`src/core/cbchg_map.vh`:
```
`ifndef CBCHG_MAP_VH
`define CBCHG_MAP_VH
// command codes of the three word registers
`define CBCHG_ADDR_CTRL2 8'h3d
`define CBCHG_ADDR_RVOLT 8'h49
`define CBCHG_ADDR_RCURR 8'h4a
// second_control field positions
`define CBCHG_TRKL_HI 15
`define CBCHG_TRKL_LO 14
`define CBCHG_OTG_DB_BIT 13
`define CBCHG_TWO_LVL_BIT 12
`define CBCHG_ASG_DB_BIT 11
`define CBCHG_ALDB_HI 10
`define CBCHG_ALDB_LO 9
`define CBCHG_ALDUR_HI 8
`define CBCHG_ALDUR_LO 6
`define CBCHG_ASG_OTG_BIT 5
`define CBCHG_CMP_REF_BIT 4
`define CBCHG_CMP_DIS_BIT 3
`define CBCHG_CMP_POL_BIT 2
`define CBCHG_WOC_DIS_BIT 1
`define CBCHG_PMON_GAIN_BIT 0
// reset values
`define CBCHG_CTRL2_RST 16'h0000
`define CBCHG_RVOLT_RST 6'h26
`define CBCHG_RCURR_RST 6'h00
// value field of both reverse-output registers
`define CBCHG_FLD_HI 12
`define CBCHG_FLD_LO 7
`define CBCHG_RVOLT_MIN 6'h26
`define CBCHG_RVOLT_MAX 6'h2a
`define CBCHG_RCURR_MAX 6'h20
// trickle current in mA
`define CBCHG_TRKL_MA_00 10'h100
`define CBCHG_TRKL_MA_01 10'h080
`define CBCHG_TRKL_MA_10 10'h040
`define CBCHG_TRKL_MA_11 10'h200
// clock and times
`define CBCHG_CLK_NS 8
`define CBCHG_DB_LONG_MS 1300
`define CBCHG_DB_SHORT_MS 150
`define CBCHG_AL_10_US 10
`define CBCHG_AL_100_US 100
`define CBCHG_AL_500_US 500
`define CBCHG_AL_1000_US 1000
`define CBCHG_DUR_20_MS 20
`define CBCHG_DUR_15_MS 15
`define CBCHG_DUR_10_MS 10
`define CBCHG_DUR_5_MS 5
`define CBCHG_DUR_1_MS 1
`define CBCHG_MS_CYC(t) ((t) * 1000000 / `CBCHG_CLK_NS)
`define CBCHG_US_CYC(t) ((t) * 1000 / `CBCHG_CLK_NS)
`endif

```
`src/core/cbchg_bank.v`:
```
// Notes on behaviour
// RQ1 - trickle current from bits 15:14
// RQ2 - reverse-output start debounce chosen by bit 13
// RQ3 - two-level input limit enabled by bit 12
// RQ4 - switch gate turn-on debounce chosen by bit 11
// RQ5 - first insertion after reset always short delay; code uses the bit 11 delay if reverse mode has already dropped the gate
// RQ6 - input and discharge alerts debounced by 10:9
// RQ7 - low rail alert fixed short debounce
// RQ8 - alert held minimum time chosen by 8:6
// RQ9 - bit 5 keeps gate off in reverse mode
// RQ10 - comparator reference chosen by bit 4
// RQ11 - bit 3 disables comparator
// RQ12 - bit 2 inverts comparator output polarity
// RQ13 - bit 1 disables gross overcurrent protection
// RQ14 - bit 0 selects power monitor gain
// RQ15 - host writes voltage word at 0x49
// RQ16 - voltage field bits 12:7, 128mV weights
// RQ17 - voltage field clamped 100110 to 101010
// RQ18 - host writes current word at 0x4a
// RQ19 - current field bits 12:7, 128mA weights
// RQ20 - current field clamped at 100000
// RQ21 - enable input rise starts reverse debounce
// RQ22 - reset clears second control to zero
// RQ23 - unused bits ignore writes, read zero
`timescale 1ns/1ps
`include "cbchg_map.vh"

// one alert path: assertion debounce then minimum hold
module cbchg_alert
(
    input wire core_clk,
    input wire reset,
    input wire raw,
    input wire [16:0] db_limit,
    input wire [21:0] dur_limit,
    output reg alert_q
);
    reg [16:0] db_cnt_q; // cycles the raw condition has stood
    reg [21:0] hold_cnt_q; // cycles since assertion

    // debounce, assert, hold, release
    always @(posedge core_clk)
    begin
        if (reset)
        begin
            alert_q <= 1'b0;
            db_cnt_q <= 17'h0_0000;
            hold_cnt_q <= 22'h00_0000;
        end
        else if (!alert_q)
        begin
            hold_cnt_q <= 22'h00_0000;
            if (!raw)
                db_cnt_q <= 17'h0_0000; // glitch restarts count
            else if (db_cnt_q == db_limit - 17'h0_0001)
            begin
                alert_q <= 1'b1; // RQ6
                db_cnt_q <= 17'h0_0000;
            end
            else
                db_cnt_q <= db_cnt_q + 17'h0_0001;
        end
        else if (hold_cnt_q < dur_limit)
            hold_cnt_q <= hold_cnt_q + 22'h00_0001; // RQ8
        else if (!raw)
            alert_q <= 1'b0; // RQ8
    end
endmodule // cbchg_alert

// second control, reverse-output limits and the logic they steer
module cbchg_bank
#(
    parameter [27:0] P_DB_LONG = `CBCHG_MS_CYC(`CBCHG_DB_LONG_MS),
    parameter [27:0] P_DB_SHORT = `CBCHG_MS_CYC(`CBCHG_DB_SHORT_MS),
    parameter [16:0] P_AL_100US = `CBCHG_US_CYC(`CBCHG_AL_100_US),
    parameter [16:0] P_AL_500US = `CBCHG_US_CYC(`CBCHG_AL_500_US),
    parameter [16:0] P_AL_1MS = `CBCHG_US_CYC(`CBCHG_AL_1000_US),
    parameter [21:0] P_DUR_20MS = `CBCHG_MS_CYC(`CBCHG_DUR_20_MS),
    parameter [21:0] P_DUR_15MS = `CBCHG_MS_CYC(`CBCHG_DUR_15_MS),
    parameter [21:0] P_DUR_10MS = `CBCHG_MS_CYC(`CBCHG_DUR_10_MS),
    parameter [21:0] P_DUR_5MS = `CBCHG_MS_CYC(`CBCHG_DUR_5_MS),
    parameter [21:0] P_DUR_1MS = `CBCHG_MS_CYC(`CBCHG_DUR_1_MS),
    parameter [21:0] P_DUR_500US = `CBCHG_US_CYC(`CBCHG_AL_500_US),
    parameter [21:0] P_DUR_100US = `CBCHG_US_CYC(`CBCHG_AL_100_US)
)
(
    input wire core_clk,
    input wire reset,
    input wire cmd_valid,
    input wire cmd_write,
    input wire [7:0] cmd_code,
    input wire [15:0] cmd_wdata,
    output reg [15:0] rd_data_q,
    output reg rd_valid_q,
    input wire reverse_enable,
    input wire adapter_present,
    input wire input_current_over,
    input wire discharge_over,
    input wire low_rail_under,
    input wire comparator_input_above_ref,
    output reg [9:0] trickle_current_ma_q,
    output reg reverse_active_q,
    output reg two_level_limit_en_q,
    output reg adapter_switch_gate_q,
    output reg input_current_hot_alert_q,
    output reg discharge_hot_alert_q,
    output reg low_rail_hot_alert_q,
    output reg hot_alert_n_q,
    output reg comparator_ref_high_q,
    output reg comparator_output_q,
    output reg gross_overcurrent_protect_en_q,
    output reg platform_power_monitor_gain_low_q,
    output reg [5:0] reverse_voltage_field_q,
    output reg [5:0] reverse_current_field_q
);
    // fixed low rail debounce, under 4096 cycles
    localparam [16:0] AL_10US = `CBCHG_US_CYC(`CBCHG_AL_10_US);
    // one-hot states, shared by both debounce machines
    localparam [2:0] ST_IDLE = 3'h1;
    localparam [2:0] ST_WAIT = 3'h2;
    localparam [2:0] ST_ON = 3'h4;

    reg [15:0] ctrl2_q; // second_control word
    reg [5:0] rvolt_d; // clamped voltage field
    reg [5:0] rcurr_d; // clamped current field
    reg [2:0] otg_st_q; // reverse-output start machine
    reg [27:0] otg_cnt_q; // reverse start debounce counter
    reg en_prev_q; // enable level last cycle
    reg [2:0] asg_st_q; // adapter gate machine
    reg [27:0] asg_cnt_q; // gate debounce counter
    reg gate_seen_off_q; // gate dropped once since reset
    reg gate_d; // next gate level
    reg [27:0] otg_limit; // selected reverse start delay
    reg [27:0] asg_limit; // selected gate delay
    reg [16:0] al_db; // selected alert debounce
    reg [21:0] al_dur; // selected alert minimum hold
    wire ic_alert; // input current alert path
    wire dc_alert; // discharge alert path
    wire lr_alert; // low rail alert path
    wire [5:0] wfld; // value field of write word

    assign wfld = cmd_wdata[`CBCHG_FLD_HI:`CBCHG_FLD_LO];

    // clamp written fields; unused bits never stored
    always @*
    begin
        rvolt_d = wfld;
        if (wfld > `CBCHG_RVOLT_MAX)
            rvolt_d = `CBCHG_RVOLT_MAX; // RQ17
        else if (wfld < `CBCHG_RVOLT_MIN)
            rvolt_d = `CBCHG_RVOLT_MIN; // RQ17
        rcurr_d = wfld;
        if (wfld > `CBCHG_RCURR_MAX)
            rcurr_d = `CBCHG_RCURR_MAX; // RQ20
    end

    // register writes and reads
    always @(posedge core_clk)
    begin
        if (reset)
        begin
            ctrl2_q <= `CBCHG_CTRL2_RST; // RQ22
            reverse_voltage_field_q <= `CBCHG_RVOLT_RST;
            reverse_current_field_q <= `CBCHG_RCURR_RST;
            rd_data_q <= 16'h0000;
            rd_valid_q <= 1'b0;
        end
        else
        begin
            rd_valid_q <= cmd_valid & ~cmd_write;
            if (cmd_valid && cmd_write)
            begin
                case (cmd_code)
                    `CBCHG_ADDR_CTRL2: ctrl2_q <= cmd_wdata;
                    `CBCHG_ADDR_RVOLT: reverse_voltage_field_q <= rvolt_d; // RQ16
                    `CBCHG_ADDR_RCURR: reverse_current_field_q <= rcurr_d; // RQ19
                    default: ; // unmapped codes ignored
                endcase
            end
            if (cmd_valid && !cmd_write)
            begin
                case (cmd_code)
                    `CBCHG_ADDR_CTRL2: rd_data_q <= ctrl2_q;
                    `CBCHG_ADDR_RVOLT:
                        rd_data_q <= {3'h0, reverse_voltage_field_q, 7'h00}; // RQ23
                    `CBCHG_ADDR_RCURR:
                        rd_data_q <= {3'h0, reverse_current_field_q, 7'h00}; // RQ23
                    default: rd_data_q <= 16'h0000; // unmapped reads zero
                endcase
            end
        end
    end

    // delay selection from the control word
    always @*
    begin
        otg_limit = ctrl2_q[`CBCHG_OTG_DB_BIT] ? P_DB_SHORT : P_DB_LONG; // RQ2
        // short delay until the gate has dropped once
        if (!gate_seen_off_q)
            asg_limit = P_DB_SHORT; // RQ5
        else if (ctrl2_q[`CBCHG_ASG_DB_BIT])
            asg_limit = P_DB_SHORT; // RQ4
        else
            asg_limit = P_DB_LONG; // RQ4
        case (ctrl2_q[`CBCHG_ALDB_HI:`CBCHG_ALDB_LO])
            2'h0: al_db = AL_10US; // RQ6
            2'h1: al_db = P_AL_100US;
            2'h2: al_db = P_AL_500US;
            default: al_db = P_AL_1MS;
        endcase
        case (ctrl2_q[`CBCHG_ALDUR_HI:`CBCHG_ALDUR_LO])
            3'h0: al_dur = P_DUR_10MS; // RQ8
            3'h1: al_dur = P_DUR_20MS;
            3'h2: al_dur = P_DUR_15MS;
            3'h3: al_dur = P_DUR_5MS;
            3'h4: al_dur = P_DUR_1MS;
            3'h5: al_dur = P_DUR_500US;
            3'h6: al_dur = P_DUR_100US;
            default: al_dur = 22'h00_0000; // zero hold
        endcase
    end

    // reverse-output start debounce machine
    always @(posedge core_clk)
    begin
        if (reset)
        begin
            otg_st_q <= ST_IDLE;
            otg_cnt_q <= 28'h000_0000;
            en_prev_q <= 1'b0;
        end
        else
        begin
            en_prev_q <= reverse_enable;
            case (otg_st_q)
                ST_IDLE:
                begin
                    otg_cnt_q <= 28'h000_0000;
                    if (reverse_enable && !en_prev_q)
                        otg_st_q <= ST_WAIT; // RQ21
                end
                ST_WAIT:
                begin
                    if (!reverse_enable)
                        otg_st_q <= ST_IDLE; // command withdrawn
                    else if (otg_cnt_q >= otg_limit - 28'h000_0001)
                        otg_st_q <= ST_ON; // RQ2
                    else
                        otg_cnt_q <= otg_cnt_q + 28'h000_0001;
                end
                ST_ON:
                    if (!reverse_enable)
                        otg_st_q <= ST_IDLE; // RQ21
                default: otg_st_q <= ST_IDLE;
            endcase
        end
    end

    // adapter switch gate debounce machine
    always @(posedge core_clk)
    begin
        if (reset)
        begin
            asg_st_q <= ST_IDLE;
            asg_cnt_q <= 28'h000_0000;
        end
        else
        begin
            case (asg_st_q)
                ST_IDLE:
                begin
                    asg_cnt_q <= 28'h000_0000;
                    if (adapter_present)
                        asg_st_q <= ST_WAIT;
                end
                ST_WAIT:
                begin
                    if (!adapter_present)
                        asg_st_q <= ST_IDLE; // removed during debounce
                    else if (asg_cnt_q >= asg_limit - 28'h000_0001)
                        asg_st_q <= ST_ON; // RQ4
                    else
                        asg_cnt_q <= asg_cnt_q + 28'h000_0001;
                end
                ST_ON:
                    if (!adapter_present)
                        asg_st_q <= ST_IDLE;
                default: asg_st_q <= ST_IDLE;
            endcase
        end
    end

    // gate level: reverse mode overrides the adapter path
    always @*
    begin
        if (otg_st_q == ST_ON)
            gate_d = ~ctrl2_q[`CBCHG_ASG_OTG_BIT]; // RQ9
        else
            gate_d = (asg_st_q == ST_ON);
    end

    // alert paths; low rail uses the fixed debounce
    cbchg_alert u_ic_alert
    (
        .core_clk(core_clk),
        .reset(reset),
        .raw(input_current_over),
        .db_limit(al_db),
        .dur_limit(al_dur),
        .alert_q(ic_alert)
    );
    cbchg_alert u_dc_alert
    (
        .core_clk(core_clk),
        .reset(reset),
        .raw(discharge_over),
        .db_limit(al_db),
        .dur_limit(al_dur),
        .alert_q(dc_alert)
    );
    cbchg_alert u_lr_alert
    (
        .core_clk(core_clk),
        .reset(reset),
        .raw(low_rail_under),
        .db_limit(AL_10US), // RQ7
        .dur_limit(al_dur),
        .alert_q(lr_alert)
    );

    // registered outputs
    always @(posedge core_clk)
    begin
        if (reset)
        begin
            trickle_current_ma_q <= `CBCHG_TRKL_MA_00;
            reverse_active_q <= 1'b0;
            two_level_limit_en_q <= 1'b0;
            adapter_switch_gate_q <= 1'b0;
            gate_seen_off_q <= 1'b0; // RQ5
            input_current_hot_alert_q <= 1'b0;
            discharge_hot_alert_q <= 1'b0;
            low_rail_hot_alert_q <= 1'b0;
            hot_alert_n_q <= 1'b1;
            comparator_ref_high_q <= 1'b0;
            comparator_output_q <= 1'b0;
            gross_overcurrent_protect_en_q <= 1'b1;
            platform_power_monitor_gain_low_q <= 1'b0;
        end
        else
        begin
            case (ctrl2_q[`CBCHG_TRKL_HI:`CBCHG_TRKL_LO])
                2'h0: trickle_current_ma_q <= `CBCHG_TRKL_MA_00; // RQ1
                2'h1: trickle_current_ma_q <= `CBCHG_TRKL_MA_01; // RQ1
                2'h2: trickle_current_ma_q <= `CBCHG_TRKL_MA_10; // RQ1
                default: trickle_current_ma_q <= `CBCHG_TRKL_MA_11; // RQ1
            endcase
            reverse_active_q <= (otg_st_q == ST_ON); // RQ2
            two_level_limit_en_q <= ctrl2_q[`CBCHG_TWO_LVL_BIT]; // RQ3
            adapter_switch_gate_q <= gate_d;
            if (adapter_switch_gate_q && !gate_d)
                gate_seen_off_q <= 1'b1; // RQ5
            input_current_hot_alert_q <= ic_alert;
            discharge_hot_alert_q <= dc_alert;
            low_rail_hot_alert_q <= lr_alert;
            hot_alert_n_q <= ~(ic_alert | dc_alert | lr_alert);
            comparator_ref_high_q <= ctrl2_q[`CBCHG_CMP_REF_BIT]; // RQ10
            // disabled comparator rests at its inactive level
            if (ctrl2_q[`CBCHG_CMP_DIS_BIT])
                comparator_output_q <= ctrl2_q[`CBCHG_CMP_POL_BIT]; // RQ11
            else
                comparator_output_q <= comparator_input_above_ref
                    ^ ctrl2_q[`CBCHG_CMP_POL_BIT]; // RQ12
            gross_overcurrent_protect_en_q <=
                ~ctrl2_q[`CBCHG_WOC_DIS_BIT]; // RQ13
            platform_power_monitor_gain_low_q <=
                ctrl2_q[`CBCHG_PMON_GAIN_BIT]; // RQ14
        end
    end
endmodule // cbchg_bank

```
`config.mk`:
```
export PLATFORM = sky130hd
export DESIGN_NAME = cbchg_bank
export DESIGN_NICKNAME = d
export VERILOG_FILES = /design/src/core/cbchg_bank.v
export VERILOG_INCLUDE_DIRS = /design/src /design/src/core
export SDC_FILE = /design/constraint.sdc
export NUM_CORES = 1
export LEC_CHECK = 0
export ABC_AREA = 1
export ABC_CLOCK_PERIOD_IN_PS = 2800
export BUFFER_PORTS_ARGS = -buffer_cell sky130_fd_sc_hd__buf_4
export CAP_MARGIN = 0
export CORE_UTILIZATION = 50
export DETAILED_ROUTE_END_ITERATION = 10
export HOLD_SLACK_MARGIN = 0.05
export PLACE_DENSITY = 0.7
export SLEW_MARGIN = 20
export SYNTH_ARGS = -nofsm -noshare
export SYNTH_HDL_FRONTEND = slang
export SYNTH_SLANG_ARGS = --single-unit
```
`constraint.sdc`:
```
create_clock -name core_clk -period 2.8 [get_ports core_clk]
set_input_delay 0.14 -clock core_clk [delete_from_list [all_inputs] [get_ports core_clk]]
set_output_delay 0.14 -clock core_clk [all_outputs]
set_load 0.03 [all_outputs]
```
==> impl_metrics.csv <==
group,metric,value,unit
outcome,run_status,"completed",
setup_path,timing.rr.end,"u_lr_alert.hold_cnt_q[5]",
setup_path,worstPathBufferInverterCount,2,
floorplan,initial_core_util,0.508,
logic_synthesis,post_synthesis_sequential_area_ratio,0.305,
cts,cts_buffer_depth,3,
layout,nNetsFinal,2721,
cts,clk_latency,0.55,ns
place,hpwl,32.4,mm
timing,timing.slew.headroom,0.480,
place,numPortBuffers,77,
setup_path,worst-setup-path-type,"reg -> reg",
setup_path,worst_path_dominant_cell_family,"simple AND/OR/NAND/NOR gates",
global_routing,overflow,0,
global_routing,antenna_found_initial,1,
global_routing,first_pass_grt_wire_length,72.8,mm
cts,cts.root.buffer_cell,"sky130_fd_sc_hd__clkbuf_16",
detailed_routing,detail_route.iter0.violations,1220,
setup_path,slowest_delay,0.52,ns
timing,layout_skew,0.00855,ns
setup_path,worst_setup_path_startpoint,"ctrl2_q[7]",
floorplan,design.die.area,0.0328,sq mm
global_routing,pin_count_of_the_biggest_net_entering_global_routing,59,
floorplan,coreArea,0.0316,sq mm
setup_path,timing.critical_path.arrival,3.09,ns
power,peakVddDrop,0.504,mV
detailed_routing,final_routed_wire_length_divided_by_cell_count,14.6,um
floorplan,die_height,181,um
setup_path,worstSetupEndpointType,"register",
setup_path,r2r_slack,0.17,ns
hold_path,min_delay_worst_endpoint,"ctrl2_q[15]",
setup_path,rr_worst_depth,11,
power,power.static_leakage,0.00711,uW
timing,fin_hold_ws,0.105,ns
setup_path,rr_startpoint,"ctrl2_q[7]",
layout,layout.cell_area.non_filler,0.0183,sq mm
layout,most_frequent_cells_in_the_layout,"701 x sky130_fd_sc_hd__nand2_1, 304 x sky130_fd_sc_hd__nor2_1, 244 x sky130_fd_sc_hd__dfxtp_1",
hold_path,timing.hold.worst_path_depth,3,
timing,hold_violations,0,
power,cellPowerDensity,440,mW/mm^2
detailed_routing,vias,16181,
cts,clkSlewWorstSetupHoldPaths,0.06,ns
setup_path,critical_path_cell_list,"inv_2 -> nor2_1 -> nor2_1 -> ha_1 -> a21oi_1 -> o21a_1 -> nand2_1 -> a21oi_2 -> buf_4 -> nand3_1 -> a21oi_1",
logic_synthesis,synth.area.top_cells,"sky130_fd_sc_hd__dfxtp_1 30%, sky130_fd_sc_hd__nand2_1 16%, sky130_fd_sc_hd__ha_1 7.9%",
timing,worst_pin_slew,0.778,ns
timing,final_max_slew_viol_count,0,
timing,finalWorstPathRequiredPeriod,2.63,ns
detailed_routing,drt_first_pass_iters,7,
setup_path,timing.critical_path.required,3.26,ns
timing,setup_total_negative_slack,0,ns
cts,total_setup_buffers_inserted_after_cts,0,
place,gp_congestion,0.946,
layout,layout-drive-gt1-share,0.0744,
detailed_routing,routed_wl,43.9,mm
detailed_routing,drc,0,
job,maxCapViolCount,0,
layout,area.growth.synth_to_final,14.0,%
timing,unrepaired_setup_endpoints_after_global_routing,"true",
cts,cts_buffers,29,
layout,most_common_library_cell_in_the_layout_ignoring_fill_and_taps,"sky130_fd_sc_hd__nand2_1",
cts,h_tree_level_count,1,
layout,count_of_non_filler_cells_in_the_finished_layout,3010,
place,placed_cell_area,0.0169,sq mm
logic_synthesis,post_synth_num_cell_types,49,
layout,insertedDiodeCount,0,
timing,timing.final.setup_violations,0,
detailed_routing,vias_per_cell,5.38,
place,placed_insts,2926,
logic_synthesis,netlist_area,0.0160,sq mm
logic_synthesis,synth_top_area_share,0.305,
detailed_routing,antenna_left,0,
global_routing,overall_global_routing_resource_usage,0.265,
cts,cts.sink_count,244,
timing,fmax,380,MHz
logic_synthesis,yosys_warnings,0,
logic_synthesis,synth_seq_cells,244,
timing,timing.final.crit_share,0.940,
cts,cts_tree,"yes",
hold_path,min-delay-path-class,"in -> reg",
floorplan,chipWidth,181,um
logic_synthesis,synth_cells,2493,
hold_path,min-delay-start,"cmd_wdata[15]",
floorplan,floorplan.io_pins,84,
logic_synthesis,syn_avg_cell_area,6.43,sq um
global_routing,grt_pass1_vias,14898,
setup_path,worstPathMaxFanout,11,
setup_path,critical_path.startpoint_type,"register",
logic_synthesis,yosys.area.top_type,"sky130_fd_sc_hd__dfxtp_1",
setup_path,timing.critical_path.slowest_stage_cell,"sky130_fd_sc_hd__nor2_1",
floorplan,placementRows,65,
-- synth_stat cells, drive strengths merged --
cell and n:
clkbuf 41, a211oi 3, o41ai 1, o21a 5, clkinv 2, o2111ai 1, or2 1, a41oi 1
nand3 240, nand2 709, a32o 1, a2bb2oi 1, a21boi 1, nand3b 13, nand4 41, xnor2 32
dfxtp 244, a21oi 211, o211ai 1, a21o 1, o21ai 83, buf 44, o31ai 1, a31oi 1
conb 1, inv 238, nor2 313, nor3b 4, o211a 2, o21bai 3, nor4 3, ha 101
xor2 71, o22ai 2, nor3 76
-- cell type report --
type                       instances  area (sq um)
fill                            3043         13300
multi-input combinational       1929          9840
sequential                       244          4880
timing repair buffer             142          1150
inverter                         240           901
clock buffer                      42           845
tap                              402           503
clock inverter                    11           145
-- state kept, by name, indices dropped and copies added (netlist names), 6 cells and up --
signal                   cells
u_lr_alert.db_cnt_q         17
rd_data_q                   16
u_ic_alert.hold_cnt_q       22
reverse_current_field_q      6
u_lr_alert.hold_cnt_q       22
asg_cnt_q                   28
reverse_voltage_field_q      6
u_dc_alert.hold_cnt_q       22
u_ic_alert.db_cnt_q         17
u_dc_alert.db_cnt_q         17
otg_cnt_q                   28
ctrl2_q                     16
-- metal layers --
| metal | vias up | share of wire | track usage | wire length (um) |
|---|---|---|---|---|
| met4 | 0 | 0.032 | 0.0881 | 1380 |
| met2 | 439 | 0.45 | 0.439 | 19800 |
| li1 | 8281 | - | - | - |
| met5 | - | 0 | 0 | 0 |
| met3 | 94 | 0.058 | 0.0379 | 2550 |
| met1 | 7367 | 0.46 | 0.354 | 20100 |
-- logic make-up after synthesis --
kind of cell	count (synthesis)	synth area share
compound gates	319	0.105
simple gates	1400	0.370
flops	244	0.305
fa+ha+maj	101	0.0789
buf+inv	325	0.0844
other cells	1	0.000234
xor+xnor	103	0.0563
-- report_power, final --
| group | total (uW) | internal (uW) | switching, uW |
|---|---|---|---|
| clock | 3870 | 2360 | 1510 |
| sequential | 3550 | 3510 | 35.1 |
| combinational | 621 | 178 | 443 |
-- worst register-to-register path, stage by stage (launching register included) --
cell,delay [ns]
sky130_fd_sc_hd__dfxtp_1,0.36
sky130_fd_sc_hd__inv_2,0.14
sky130_fd_sc_hd__nor2_1,0.09
sky130_fd_sc_hd__nor2_1,0.52
sky130_fd_sc_hd__ha_1,0.37
sky130_fd_sc_hd__a21oi_1,0.14
sky130_fd_sc_hd__o21a_1,0.12
sky130_fd_sc_hd__nand2_1,0.06
sky130_fd_sc_hd__a21oi_2,0.22
sky130_fd_sc_hd__buf_4,0.25
sky130_fd_sc_hd__nand3_1,0.10
sky130_fd_sc_hd__a21oi_1,0.18
-- worst max-delay path by stage --
| stage | to | slack (ns) | depth (start not counted) |
|---|---|---|---|
| 2_1_floorplan | u_dc_alert.hold_cnt_q[4] | 0.46 | 14 |
| 3_3_place_gp | u_ic_alert.hold_cnt_q[1] | 0.17 | 13 |
| 3_5_place_dp | u_ic_alert.hold_cnt_q[0] | 0.11 | 13 |
| 4_1_cts | u_ic_alert.hold_cnt_q[1] | 0.09 | 13 |
| 5_1_grt | u_ic_alert.hold_cnt_q[1] | -0.05 | 11 |
| 6_report | u_lr_alert.hold_cnt_q[5] | 0.17 | 11 |
-- stage by stage --
step                      utilization  setup slack, ns  total power [uW]
final                           0.579            0.167              8040
after global routing            0.579          -0.0534              8350
after floorplan                     -            0.460              4050
after CTS                       0.578           0.0928              8140
after detailed placement        0.537            0.108              4210
after global placement          0.537            0.174              4200
-- repair_timing --
item,4_1_cts,5_1_grt
resized for setup,0,10
endpoints found under the hold margin,46,0
hold buffers,31,0
endpoints found under the setup margin,0,51
Power figures use the tool's default switching activity.
